[src/pkg/sbwk_pkg.sv]
package sbwk_pkg;

    // clock rates and derived counts
    localparam int unsigned CORE_HZ = 20_000_000;
    localparam int unsigned TRICKLE_HZ = 32_768;
    localparam int unsigned TRICKLE_DIV = CORE_HZ / TRICKLE_HZ;
    localparam int DIV_W = 10;
    localparam logic [9:0] TRICKLE_DIV_LAST = 10'(TRICKLE_DIV - 1);
    localparam int BLINK_W = 15;
    localparam int BLINK_SLOW_BIT = 14;
    localparam int BLINK_FAST_BIT = 12;

    // register map, byte addresses
    localparam int ADDR_W = 8;
    localparam logic [7:0] WAKE_STS_OFS = 8'h00;
    localparam logic [7:0] WAKE_EN_OFS = 8'h04;
    localparam logic [7:0] IRQ_MASK_OFS = 8'h08;
    localparam logic [7:0] CTRL_OFS = 8'h0C;
    localparam logic [7:0] GPIO_CFG_OFS = 8'h10;
    localparam logic [7:0] LED_CTRL_OFS = 8'h14;
    localparam logic [7:0] PIN_STS_OFS = 8'h18;

    // control register fields
    localparam int CTRL_W = 5;
    localparam int CTRL_SP2_ACT = 0;
    localparam int CTRL_CLK32_ABSENT = 1;
    localparam int CTRL_FAN_A = 2;
    localparam int CTRL_FAN_B = 3;
    localparam int CTRL_IR_HDTO = 4;
    localparam logic [4:0] CTRL_RST = 5'h00;
    localparam logic [4:0] CTRL_MAIN_CLR = 5'h0D;

    // led control fields, two bits per pin
    localparam int LED_W = 4;
    localparam int LED_A_LSB = 0;
    localparam int LED_B_LSB = 2;
    localparam logic [3:0] LED_RST = 4'h0;
    localparam logic [1:0] LED_OFF = 2'h0;
    localparam logic [1:0] LED_ON = 2'h1;
    localparam logic [1:0] LED_SLOW = 2'h2;
    localparam logic [1:0] LED_FAST = 2'h3;

    // wake status, enable and mask share this layout
    localparam int WAKE_W = 9;
    localparam logic [8:0] WAKE_RST = 9'h000;
    typedef struct packed {
        logic usb;
        logic gpio;
        logic tach_b;
        logic tach_a;
        logic spec_key;
        logic mouse;
        logic kbd;
        logic ring_b;
        logic ring_a;
    } sbwk_wake_s;

    // retained gpio configuration
    localparam int GPIO_CFG_W = 5;
    localparam logic [4:0] GPIO_CFG_RST = 5'h00;
    typedef struct packed {
        logic alt;
        logic od;
        logic inv;
        logic dir_out;
        logic out_val;
    } sbwk_gpio_cfg_s;

    // pin status readback width
    localparam int PIN_STS_W = 11;

    // all asynchronous pin inputs, synchronised together
    typedef struct packed {
        logic ring_a_n;
        logic ring_b_n;
        logic kbd;
        logic mouse;
        logic ir_rx;
        logic spec_key;
        logic tach_a;
        logic tach_b;
        logic usb;
        logic kbd_rst;
        logic gate_a20;
        logic drv_den;
        logic gpio;
        logic fan_a;
        logic fan_b;
        logic trickle;
        logic pg;
        logic vcc_por_n;
        logic hard_rst_n;
    } sbwk_pins_s;

    typedef enum logic [2:0] {
        PWR_STBY = 3'b001,
        PWR_MRST = 3'b010,
        PWR_ON = 3'b100
    } sbwk_pwr_e;

endpackage : sbwk_pkg

[src/core/sbwk_top.sv]
`timescale 1ns/100ps
// Functional notes
// - standby reset initialises all wake logic
// - host bus ignored while power not good
// - power not good disables IR timeout
// - wake pins keep working without main power
// - enabled wake events pull wake output low
// - tach, LED, key logic use trickle clock
// - fan pins low outputs, inputs without power
// - IR transmit pin low, never wakes
// - IR pins follow port 2 after activate
// - retained GPIO keeps config, basic function
// - reset, A20, density pins never wake
// - standby-only pins input only, reach wake
// - LED pins stay under LED logic
// - runtime registers kept across main loss
// - trickle-absent bit resets 0, selects source
module sbwk_top (
    // clock and reset
    input wire logic core_clk,
    input wire logic arst_n,
    // apb slave
    input wire logic psel,
    input wire logic penable,
    input wire logic pwrite,
    input wire logic [7:0] paddr,
    input wire logic [31:0] pwdata,
    output logic [31:0] prdata,
    output logic pready,
    output logic pslverr,
    // power and resets from pins
    input wire logic host_power_good,
    input wire logic vcc_por_n,
    input wire logic hard_reset_n,
    input wire logic trickle_clock_in,
    // wake source pins; ir_receive only feeds pin status
    input wire logic ring_ind_a_n,
    input wire logic ring_ind_b_n,
    input wire logic kbd_data,
    input wire logic mouse_data,
    input wire logic ir_receive,
    input wire logic spec_key_match,
    input wire logic fan_tach_a,
    input wire logic fan_tach_b,
    input wire logic usb_port_event,
    // gpio pins without standby input path
    input wire logic kbd_reset_gpio,
    input wire logic gate_a20_gpio,
    input wire logic drive_density_gpio,
    // retained gpio pin
    input wire logic retained_gpio_in,
    input wire logic retained_alt_out,
    output logic retained_gpio_out,
    output logic retained_gpio_oe,
    // fan control pins
    input wire logic fan_ctl_pin_a_in,
    input wire logic fan_ctl_pin_b_in,
    output logic fan_ctl_pin_a_out,
    output logic fan_ctl_pin_b_out,
    output logic fan_ctl_oe,
    // serial port 2 and IR
    input wire logic sp2_txd,
    output logic ir_tx_pin_a,
    output logic ir_tx_pin_b,
    output logic ir_hd_timeout_en,
    // led pins
    output logic led_pin_a,
    output logic led_pin_b,
    // wake and interrupt
    output logic wake_request_out_n_out,
    output logic wake_request_out_n_oe,
    output logic irq
);

    logic [1:0] rst_pipe_r;
    logic rst_n;
    sbwk_pkg::sbwk_pins_s pins_raw;
    sbwk_pkg::sbwk_pins_s pins_s;
    sbwk_pkg::sbwk_pins_s pins_q_r;
    logic prev_vld_r;
    logic pg_s;
    logic main_rst;
    sbwk_pkg::sbwk_pwr_e pwr_r;
    sbwk_pkg::sbwk_pwr_e pwr_nxt;
    logic tick;
    logic blink_slow;
    logic blink_fast;
    logic [2:0] slow_q_r;
    sbwk_pkg::sbwk_wake_s wake_ev;
    logic [8:0] wake_sts_r;
    logic [8:0] wake_en_r;
    logic [8:0] irq_mask_r;
    logic [4:0] ctrl_r;
    sbwk_pkg::sbwk_gpio_cfg_s gpio_cfg_r;
    logic [3:0] led_ctrl_r;
    logic setup;
    logic access;
    logic wr;
    logic rd_clr;
    logic [31:0] rd_data;
    logic gpio_alt_eff;
    logic gpio_drv;
    logic [1:0] led_mode_a;
    logic [1:0] led_mode_b;

    function automatic logic addr_ok(input logic [7:0] a);
        addr_ok = (a == sbwk_pkg::WAKE_STS_OFS) || (a == sbwk_pkg::WAKE_EN_OFS) ||
                  (a == sbwk_pkg::IRQ_MASK_OFS) || (a == sbwk_pkg::CTRL_OFS) ||
                  (a == sbwk_pkg::GPIO_CFG_OFS) || (a == sbwk_pkg::LED_CTRL_OFS) ||
                  (a == sbwk_pkg::PIN_STS_OFS);
    endfunction : addr_ok

    function automatic logic led_level(input logic [1:0] mode, input logic slow, input logic fast);
        case (mode)
            sbwk_pkg::LED_ON: led_level = 1'b1;
            sbwk_pkg::LED_SLOW: led_level = slow;
            sbwk_pkg::LED_FAST: led_level = fast;
            default: led_level = 1'b0;
        endcase
    endfunction : led_level

    // standby power-on reset, released through two flops
    always_ff @(posedge core_clk or negedge arst_n) begin
        if (!arst_n) begin
            rst_pipe_r <= 2'b00;
        end else begin
            rst_pipe_r <= {rst_pipe_r[0], 1'b1};
        end
    end
    assign rst_n = rst_pipe_r[1];

    assign pins_raw = '{ring_a_n: ring_ind_a_n, ring_b_n: ring_ind_b_n, kbd: kbd_data, mouse: mouse_data,
                        ir_rx: ir_receive, spec_key: spec_key_match, tach_a: fan_tach_a, tach_b: fan_tach_b,
                        usb: usb_port_event, kbd_rst: kbd_reset_gpio, gate_a20: gate_a20_gpio,
                        drv_den: drive_density_gpio, gpio: retained_gpio_in, fan_a: fan_ctl_pin_a_in,
                        fan_b: fan_ctl_pin_b_in, trickle: trickle_clock_in, pg: host_power_good,
                        vcc_por_n: vcc_por_n, hard_rst_n: hard_reset_n};

    sbwk_sync #(.W($bits(sbwk_pkg::sbwk_pins_s))) u_sync (
        .clk(core_clk),
        .rst_n(rst_n),
        .d(pins_raw),
        .q(pins_s)
    );

    assign pg_s = pins_s.pg;
    assign main_rst = !pins_s.vcc_por_n || !pins_s.hard_rst_n;

    sbwk_tick u_tick (
        .clk(core_clk),
        .rst_n(rst_n),
        .trickle_s(pins_s.trickle),
        .use_internal(ctrl_r[sbwk_pkg::CTRL_CLK32_ABSENT]),
        .tick(tick),
        .blink_slow(blink_slow),
        .blink_fast(blink_fast)
    );

    // power state: main supply entry always passes through main reset
    always_comb begin
        pwr_nxt = pwr_r;
        unique case (pwr_r)
            sbwk_pkg::PWR_STBY: if (pg_s) pwr_nxt = sbwk_pkg::PWR_MRST;
            sbwk_pkg::PWR_MRST: begin
                if (!pg_s) pwr_nxt = sbwk_pkg::PWR_STBY;
                else if (!main_rst) pwr_nxt = sbwk_pkg::PWR_ON;
            end
            sbwk_pkg::PWR_ON: begin
                if (!pg_s) pwr_nxt = sbwk_pkg::PWR_STBY;
                else if (main_rst) pwr_nxt = sbwk_pkg::PWR_MRST;
            end
            default: pwr_nxt = sbwk_pkg::PWR_STBY;
        endcase
    end

    always_ff @(posedge core_clk or negedge rst_n) begin
        if (!rst_n) begin
            pwr_r <= sbwk_pkg::PWR_STBY;
        end else begin
            pwr_r <= pwr_nxt;
        end
    end

    // edge detection on synchronised pins; first cycle after reset has no history
    always_ff @(posedge core_clk or negedge rst_n) begin
        if (!rst_n) begin
            pins_q_r <= '0;
            prev_vld_r <= 1'b0;
        end else begin
            pins_q_r <= pins_s;
            prev_vld_r <= 1'b1;
        end
    end

    // tach and key inputs sampled only on the trickle tick
    always_ff @(posedge core_clk or negedge rst_n) begin
        if (!rst_n) begin
            slow_q_r <= 3'b000;
        end else if (tick) begin
            slow_q_r <= {pins_s.spec_key, pins_s.tach_b, pins_s.tach_a};
        end
    end

    // kbd_rst, gate_a20 and drv_den have no path into the events below
    always_comb begin
        wake_ev.ring_a = prev_vld_r && pins_q_r.ring_a_n && !pins_s.ring_a_n;
        wake_ev.ring_b = prev_vld_r && pins_q_r.ring_b_n && !pins_s.ring_b_n;
        wake_ev.kbd = prev_vld_r && pins_q_r.kbd && !pins_s.kbd;
        wake_ev.mouse = prev_vld_r && pins_q_r.mouse && !pins_s.mouse;
        wake_ev.spec_key = tick && pins_s.spec_key && !slow_q_r[2];
        wake_ev.tach_a = tick && pins_s.tach_a && !slow_q_r[0];
        wake_ev.tach_b = tick && pins_s.tach_b && !slow_q_r[1];
        wake_ev.gpio = prev_vld_r && !gpio_cfg_r.dir_out &&
                       ((pins_s.gpio ^ gpio_cfg_r.inv) && !(pins_q_r.gpio ^ gpio_cfg_r.inv));
        wake_ev.usb = prev_vld_r && pins_s.usb && !pins_q_r.usb;
    end

    // apb: zero-wait answer, decode state fixed at the setup edge
    assign setup = psel && !penable;
    assign access = psel && penable && pready;
    assign wr = access && pwrite && !pslverr;
    assign rd_clr = access && !pwrite && !pslverr && (paddr == sbwk_pkg::WAKE_STS_OFS);

    always_comb begin
        rd_data = '0;
        case (paddr)
            sbwk_pkg::WAKE_STS_OFS: rd_data[sbwk_pkg::WAKE_W-1:0] = wake_sts_r;
            sbwk_pkg::WAKE_EN_OFS: rd_data[sbwk_pkg::WAKE_W-1:0] = wake_en_r;
            sbwk_pkg::IRQ_MASK_OFS: rd_data[sbwk_pkg::WAKE_W-1:0] = irq_mask_r;
            sbwk_pkg::CTRL_OFS: rd_data[sbwk_pkg::CTRL_W-1:0] = ctrl_r;
            sbwk_pkg::GPIO_CFG_OFS: rd_data[sbwk_pkg::GPIO_CFG_W-1:0] = gpio_cfg_r;
            sbwk_pkg::LED_CTRL_OFS: rd_data[sbwk_pkg::LED_W-1:0] = led_ctrl_r;
            sbwk_pkg::PIN_STS_OFS: rd_data[sbwk_pkg::PIN_STS_W-1:0] = {pwr_r, pg_s, pins_s.fan_b, pins_s.fan_a,
                pins_s.gpio, pins_s.drv_den, pins_s.gate_a20, pins_s.kbd_rst, pins_s.ir_rx};
            default: rd_data = '0;
        endcase
    end

    always_ff @(posedge core_clk or negedge rst_n) begin
        if (!rst_n) begin
            pready <= 1'b0;
            pslverr <= 1'b0;
            prdata <= '0;
        end else begin
            pready <= setup;
            if (setup) begin
                pslverr <= !pg_s || !addr_ok(paddr);
                prdata <= (pg_s && !pwrite) ? rd_data : 32'h0000_0000;
            end
        end
    end

    // runtime registers: only the standby reset clears them
    always_ff @(posedge core_clk or negedge rst_n) begin
        if (!rst_n) begin
            wake_en_r <= sbwk_pkg::WAKE_RST;
            irq_mask_r <= sbwk_pkg::WAKE_RST;
            gpio_cfg_r <= sbwk_pkg::GPIO_CFG_RST;
            led_ctrl_r <= sbwk_pkg::LED_RST;
        end else if (wr) begin
            if (paddr == sbwk_pkg::WAKE_EN_OFS) wake_en_r <= pwdata[sbwk_pkg::WAKE_W-1:0];
            if (paddr == sbwk_pkg::IRQ_MASK_OFS) irq_mask_r <= pwdata[sbwk_pkg::WAKE_W-1:0];
            if (paddr == sbwk_pkg::GPIO_CFG_OFS) gpio_cfg_r <= pwdata[sbwk_pkg::GPIO_CFG_W-1:0];
            if (paddr == sbwk_pkg::LED_CTRL_OFS) led_ctrl_r <= pwdata[sbwk_pkg::LED_W-1:0];
        end
    end

    // port 2 activate and fan levels are cleared by main reset
    always_ff @(posedge core_clk or negedge rst_n) begin
        if (!rst_n) begin
            ctrl_r <= sbwk_pkg::CTRL_RST;
        end else if (pwr_r == sbwk_pkg::PWR_MRST) begin
            ctrl_r <= ctrl_r & ~sbwk_pkg::CTRL_MAIN_CLR;
        end else if (wr && paddr == sbwk_pkg::CTRL_OFS) begin
            ctrl_r <= pwdata[sbwk_pkg::CTRL_W-1:0];
        end
    end

    // sticky status; a new event beats the read clear
    always_ff @(posedge core_clk or negedge rst_n) begin
        if (!rst_n) begin
            wake_sts_r <= sbwk_pkg::WAKE_RST;
        end else begin
            wake_sts_r <= (wake_sts_r & ~{sbwk_pkg::WAKE_W{rd_clr}}) | wake_ev;
        end
    end

    always_ff @(posedge core_clk or negedge rst_n) begin
        if (!rst_n) begin
            wake_request_out_n_oe <= 1'b0;
            wake_request_out_n_out <= 1'b0;
            irq <= 1'b0;
        end else begin
            wake_request_out_n_oe <= |(wake_sts_r & wake_en_r);
            wake_request_out_n_out <= 1'b0;
            irq <= |(wake_sts_r & irq_mask_r);
        end
    end

    // fan pins: driven only with main power, otherwise plain inputs
    always_ff @(posedge core_clk or negedge rst_n) begin
        if (!rst_n) begin
            fan_ctl_oe <= 1'b0;
            fan_ctl_pin_a_out <= 1'b0;
            fan_ctl_pin_b_out <= 1'b0;
        end else begin
            fan_ctl_oe <= (pwr_r != sbwk_pkg::PWR_STBY);
            fan_ctl_pin_a_out <= (pwr_r == sbwk_pkg::PWR_ON) && ctrl_r[sbwk_pkg::CTRL_FAN_A];
            fan_ctl_pin_b_out <= (pwr_r == sbwk_pkg::PWR_ON) && ctrl_r[sbwk_pkg::CTRL_FAN_B];
        end
    end

    // both IR transmit pins are always driven; low unless port 2 is live
    always_ff @(posedge core_clk or negedge rst_n) begin
        if (!rst_n) begin
            ir_tx_pin_a <= 1'b0;
            ir_tx_pin_b <= 1'b0;
            ir_hd_timeout_en <= 1'b0;
        end else begin
            ir_tx_pin_a <= (pwr_r == sbwk_pkg::PWR_ON) && ctrl_r[sbwk_pkg::CTRL_SP2_ACT] && sp2_txd;
            ir_tx_pin_b <= (pwr_r == sbwk_pkg::PWR_ON) && ctrl_r[sbwk_pkg::CTRL_SP2_ACT] && sp2_txd;
            ir_hd_timeout_en <= pg_s && ctrl_r[sbwk_pkg::CTRL_IR_HDTO];
        end
    end

    // retained gpio: alternate function only with main power
    assign gpio_alt_eff = gpio_cfg_r.alt && (pwr_r == sbwk_pkg::PWR_ON);
    assign gpio_drv = gpio_alt_eff ? retained_alt_out : (gpio_cfg_r.out_val ^ gpio_cfg_r.inv);

    always_ff @(posedge core_clk or negedge rst_n) begin
        if (!rst_n) begin
            retained_gpio_oe <= 1'b0;
            retained_gpio_out <= 1'b0;
        end else begin
            retained_gpio_oe <= (pwr_r != sbwk_pkg::PWR_STBY) && gpio_cfg_r.dir_out &&
                                (!gpio_cfg_r.od || !gpio_drv);
            retained_gpio_out <= gpio_cfg_r.od ? 1'b0 : gpio_drv;
        end
    end

    // leds are driven in every power state
    assign led_mode_a = led_ctrl_r[sbwk_pkg::LED_A_LSB +: 2];
    assign led_mode_b = led_ctrl_r[sbwk_pkg::LED_B_LSB +: 2];

    always_ff @(posedge core_clk or negedge rst_n) begin
        if (!rst_n) begin
            led_pin_a <= 1'b0;
            led_pin_b <= 1'b0;
        end else begin
            led_pin_a <= led_level(led_mode_a, blink_slow, blink_fast);
            led_pin_b <= led_level(led_mode_b, blink_slow, blink_fast);
        end
    end
endmodule : sbwk_top

[src/core/sbwk_sync.sv]
`timescale 1ns/100ps
module sbwk_sync #(
    parameter int W = 1
) (
    // clock and reset
    input wire logic clk,
    input wire logic rst_n,
    // data
    input wire logic [W-1:0] d,
    output logic [W-1:0] q
);

    logic [W-1:0] meta_r;

    // meta_r feeds only the second stage
    always_ff @(posedge clk or negedge rst_n) begin
        if (!rst_n) begin
            meta_r <= '0;
            q <= '0;
        end else begin
            meta_r <= d;
            q <= meta_r;
        end
    end

endmodule : sbwk_sync

[src/core/sbwk_tick.sv]
`timescale 1ns/100ps
module sbwk_tick (
    // clock and reset
    input wire logic clk,
    input wire logic rst_n,
    // trickle clock level, already synchronised
    input wire logic trickle_s,
    input wire logic use_internal,
    // enables and blink levels
    output logic tick,
    output logic blink_slow,
    output logic blink_fast
);

    logic trickle_q_r;
    logic [sbwk_pkg::DIV_W-1:0] div_r;
    logic [sbwk_pkg::BLINK_W-1:0] blink_r;
    logic int_tick;

    assign int_tick = (div_r == sbwk_pkg::TRICKLE_DIV_LAST);

    // fallback divider only approximates 32.768 kHz; rounding down keeps it slightly fast
    always_ff @(posedge clk or negedge rst_n) begin
        if (!rst_n) begin
            div_r <= '0;
        end else if (int_tick) begin
            div_r <= '0;
        end else begin
            div_r <= div_r + 1'b1;
        end
    end

    always_ff @(posedge clk or negedge rst_n) begin
        if (!rst_n) begin
            trickle_q_r <= 1'b0;
            tick <= 1'b0;
        end else begin
            trickle_q_r <= trickle_s;
            tick <= use_internal ? int_tick : (trickle_s && !trickle_q_r);
        end
    end

    always_ff @(posedge clk or negedge rst_n) begin
        if (!rst_n) begin
            blink_r <= '0;
        end else if (tick) begin
            blink_r <= blink_r + 1'b1;
        end
    end

    assign blink_slow = blink_r[sbwk_pkg::BLINK_SLOW_BIT];
    assign blink_fast = blink_r[sbwk_pkg::BLINK_FAST_BIT];

endmodule : sbwk_tick

[config.mk]
export PLATFORM = sky130hd
export DESIGN_NAME = sbwk_top
export DESIGN_NICKNAME = d
export VERILOG_FILES = /design/src/pkg/sbwk_pkg.sv /design/src/core/sbwk_top.sv /design/src/core/sbwk_sync.sv /design/src/core/sbwk_tick.sv
export SDC_FILE = /design/constraint.sdc
export NUM_CORES = 1
export LEC_CHECK = 0
export ABC_AREA = 1
export CORE_MARGIN = 1.5
export CORE_UTILIZATION = 59
export CTS_CLUSTER_SIZE = 8
export DETAILED_ROUTE_END_ITERATION = 10
export DONT_BUFFER_PORTS = 1
export GPL_TIMING_DRIVEN = 0
export MAX_ROUTING_LAYER = met4
export PLACE_DENSITY = 0.75
export SLEW_MARGIN = 5
export SYNTH_ARGS = -nofsm -noshare
export SYNTH_HDL_FRONTEND = slang
export SYNTH_HIERARCHICAL = 1
export SYNTH_SLANG_ARGS = --single-unit
[constraint.sdc]
create_clock -name core_clk -period 5.8 [get_ports core_clk]
set_input_delay 1.45 -clock core_clk [delete_from_list [all_inputs] [get_ports core_clk]]
set_output_delay 1.45 -clock core_clk [all_outputs]
set_load 0.02 [all_outputs]
==> flow_metrics.env <==
export IMPL_finalHoldViolCount=0
export IMPL_power_leakage_nw=3.67
export IMPL_crit_fanout=2
export IMPL_fillCellCount=800
export IMPL_cp_slowest_cell="dfrtp_1"
export IMPL_drtPass1Iterations=5
export IMPL_clock_sinks=145
export IMPL_synth_top_area_frac=0.581
export IMPL_fin_cells=870
export IMPL_gp_congestion=0.982
export IMPL_dp_hpwl_um=8870
export IMPL_cts_buffers=17
export IMPL_vias=4543
export IMPL_rsz0062_at_grt="false"
export IMPL_grt_max_degree=61
export IMPL_grt_ovfl_total=0
export IMPL_clkTransAtPathRegs_ns=0.06
export IMPL_track_usage=0.259
export IMPL_fin_ws_ns=3.17
export IMPL_end_kind="primary output"
export IMPL_start_util=0.603
export IMPL_clk_latency_ns=0.53
export IMPL_avgSynthCellArea_um2=9.15
export IMPL_first_global_vias=4374
export IMPL_syn2layout_area_growth_pct=14.4
export IMPL_place_worst_setup_slack_ns=3.03
export IMPL_arrival_ns=1.18
export IMPL_ys_seq_area_frac=0.585
export IMPL_post_synth_top_area_cell="dfrtp_1"
export IMPL_synth_area_top_cells="dfrtp_1 (58%), nand2_1 (11%), inv_1 (5.0%), nand3_1 (4.3%), o21ai_0 (3.2%)"
export IMPL_row_count=37
export IMPL_cp_required_ns=4.35
export IMPL_slowest_delay_ns=0.46
export IMPL_path_cells="buf_4"
export IMPL_drt_iter0_markers=271
export IMPL_grt_pass1_wl_um=21100
export IMPL_async_reset_ff_frac=1.00
export IMPL_min_path_type="reg -> async"
export IMPL_ys_top_cells_by_count="nand2_1 (181), dfrtp_1 (144), inv_1 (82)"
export IMPL_ant_nets=0
export IMPL_synth_edf_count=0
export IMPL_setup_viol=0
export IMPL_power_density_nw_per_um2=326
export IMPL_cts_resized_gates=0
export IMPL_synth_area_um2=6200
export IMPL_relSlewSlack=0.655
export IMPL_clock_path_buffers=2
export IMPL_synthDistinctLibCells=40
export IMPL_fin_util=0.691
export IMPL_antenna_found_initial=0
export IMPL_yosysMostFrequentCell="nand2_1"
export IMPL_fin_skew_ns=0.00955
export IMPL_clock_root_buffer="clkbuf_8"
export IMPL_final_period_utilization=0.453
export IMPL_synth_seq_cells=145
export IMPL_dpl_cell_count=838
export IMPL_finalSetupTns_ns=0
export IMPL_cp_top_family="flip-flops"
export IMPL_hold_buffers=0
export IMPL_worst_setup_path_type="reg -> out"
export IMPL_core_um2=10300
export IMPL_power_total_mw=2.32
export IMPL_ys_warn_count=6
export IMPL_final_max_slew_viol_count=0
export IMPL_layout_min_cycle_time_ns=2.63
export IMPL_wl_per_cell_um=14.4
export IMPL_layout_drive_gt1_share=0.132
export IMPL_synthFlopType="dfrtp_1"
export IMPL_drcViolationCount=0
export IMPL_antenna_cells=0
export IMPL_crit_buf_inv=1
export IMPL_cts_tree="yes"
export IMPL_via_per_inst=5.22
export IMPL_chipHeight_um=106
export IMPL_max_freq_mhz=381
export IMPL_io_buffers=0
export IMPL_cap_viol_max_count=0
export IMPL_routed_wl_um=12500
export IMPL_cts_setup_buffers=0
export IMPL_irDropWorstVdd_mv=0.261
export IMPL_fin_nets=790
export IMPL_outcome="complete, no violations"
export IMPL_syn_inst=678
export IMPL_cp_start_kind="flop"
export IMPL_cts_max_level=4
export IMPL_die_w_um=106
export IMPL_dieArea_um2=11100
export IMPL_num_io_pins=113
export IMPL_tightest_slew_ns=0.514
## flip-flops by register name (all words and copies together), names as in the netlist, 5 cells and up
| name | flops |
|---|---|
| wake_en_r | 9 |
| pins_q_r | 6 |
| ctrl_r | 5 |
| u_tick/div_r | 10 |
| u_tick/blink_r | 15 |
| gpio_cfg_r | 5 |
| wake_sts_r | 9 |
| irq_mask_r | 9 |
| u_sync/q | 19 |
| u_sync/meta_r | 19 |
| prdata | 11 |
## layout make-up
| type | count | area (um^2) | share of cell area |
|---|---|---|---|
| multi-input cells | 440 | 2120 | 0.299 |
| inverters | 85 | 319 | 0.0449 |
| well taps | 136 | 170 | 0.0240 |
| clock buffers | 24 | 490 | 0.0691 |
| clock inverters | 8 | 101 | 0.0143 |
| repair buffers | 2 | 47.5 | 0.00670 |
| plain buffers | 30 | 214 | 0.0301 |
| flip-flops and latches | 145 | 3630 | 0.512 |
## stage by stage
stage	cell area (um^2)	hold slack, ns
global placement	6450	0.333
finish	7100	0.306
floorplan	6280	0.331
detailed placement	6510	0.317
CTS	7100	0.325
global route	7100	0.354
## layout by cell type (no fill, tap or decap), types with 4 or more instances in the layout
cell,Yosys,final
buf_4,24,24
dfrtp_1,144,143
nor3_1,7,7
clkbuf_16,0,16
nor2_1,51,51
xor2_1,9,9
nand4_1,13,13
o21ai_0,40,40
nor2_2,7,7
a21oi_1,5,5
nand2_2,7,7
inv_1,82,82
clkbuf_1,2,4
conb_1,2,24
nand2_1,181,181
nand3_1,53,53
clkbuf_8,0,6
o21ai_2,9,9
nand3b_1,6,6
## final timing paths
kind,startpoint,to,slack (ns),cells after the start
worst max-delay path,ir_tx_pin_b,ir_tx_pin_b,3.17,1
worst min-delay path,rst_pipe_r[1],irq_mask_r[6],0.31,0
worst max register to register,pready,ctrl_r[4],4.05,5
worst min register to register,rst_pipe_r[1],irq_mask_r[6],0.31,0
max in group asynchronous,rst_pipe_r[1],pwr_r[0],4.82,1
min in group core_clk,u_sync/meta_r[5],u_sync/q[5],0.35,0
## routing by layer
layer,up-vias,part of all wire,track usage
met5,-,0,-
li1,2196,-,-
met2,165,0.50,0.407
met1,2156,0.43,0.321
met3,26,0.054,0.0625
met4,0,0.023,0.118
## report_power, final
group,leakage [nW],switching (mW),internal (mW)
Sequential,1.83,0.0484,1.06
Clock,0.283,0.398,0.668
Combinational,1.55,0.0913,0.0472
## cells by family after synthesis
family / count (synthesis) / share of synthesized area
compound gates: 66 / 0.0633
other cells: 2 / 0.00121
simple gates: 335 / 0.241
buf+inv: 115 / 0.0859
flops: 145 / 0.585
xor+xnor: 12 / 0.0169
fa+ha+maj: 3 / 0.00605
Power figures use the tool's default switching activity.
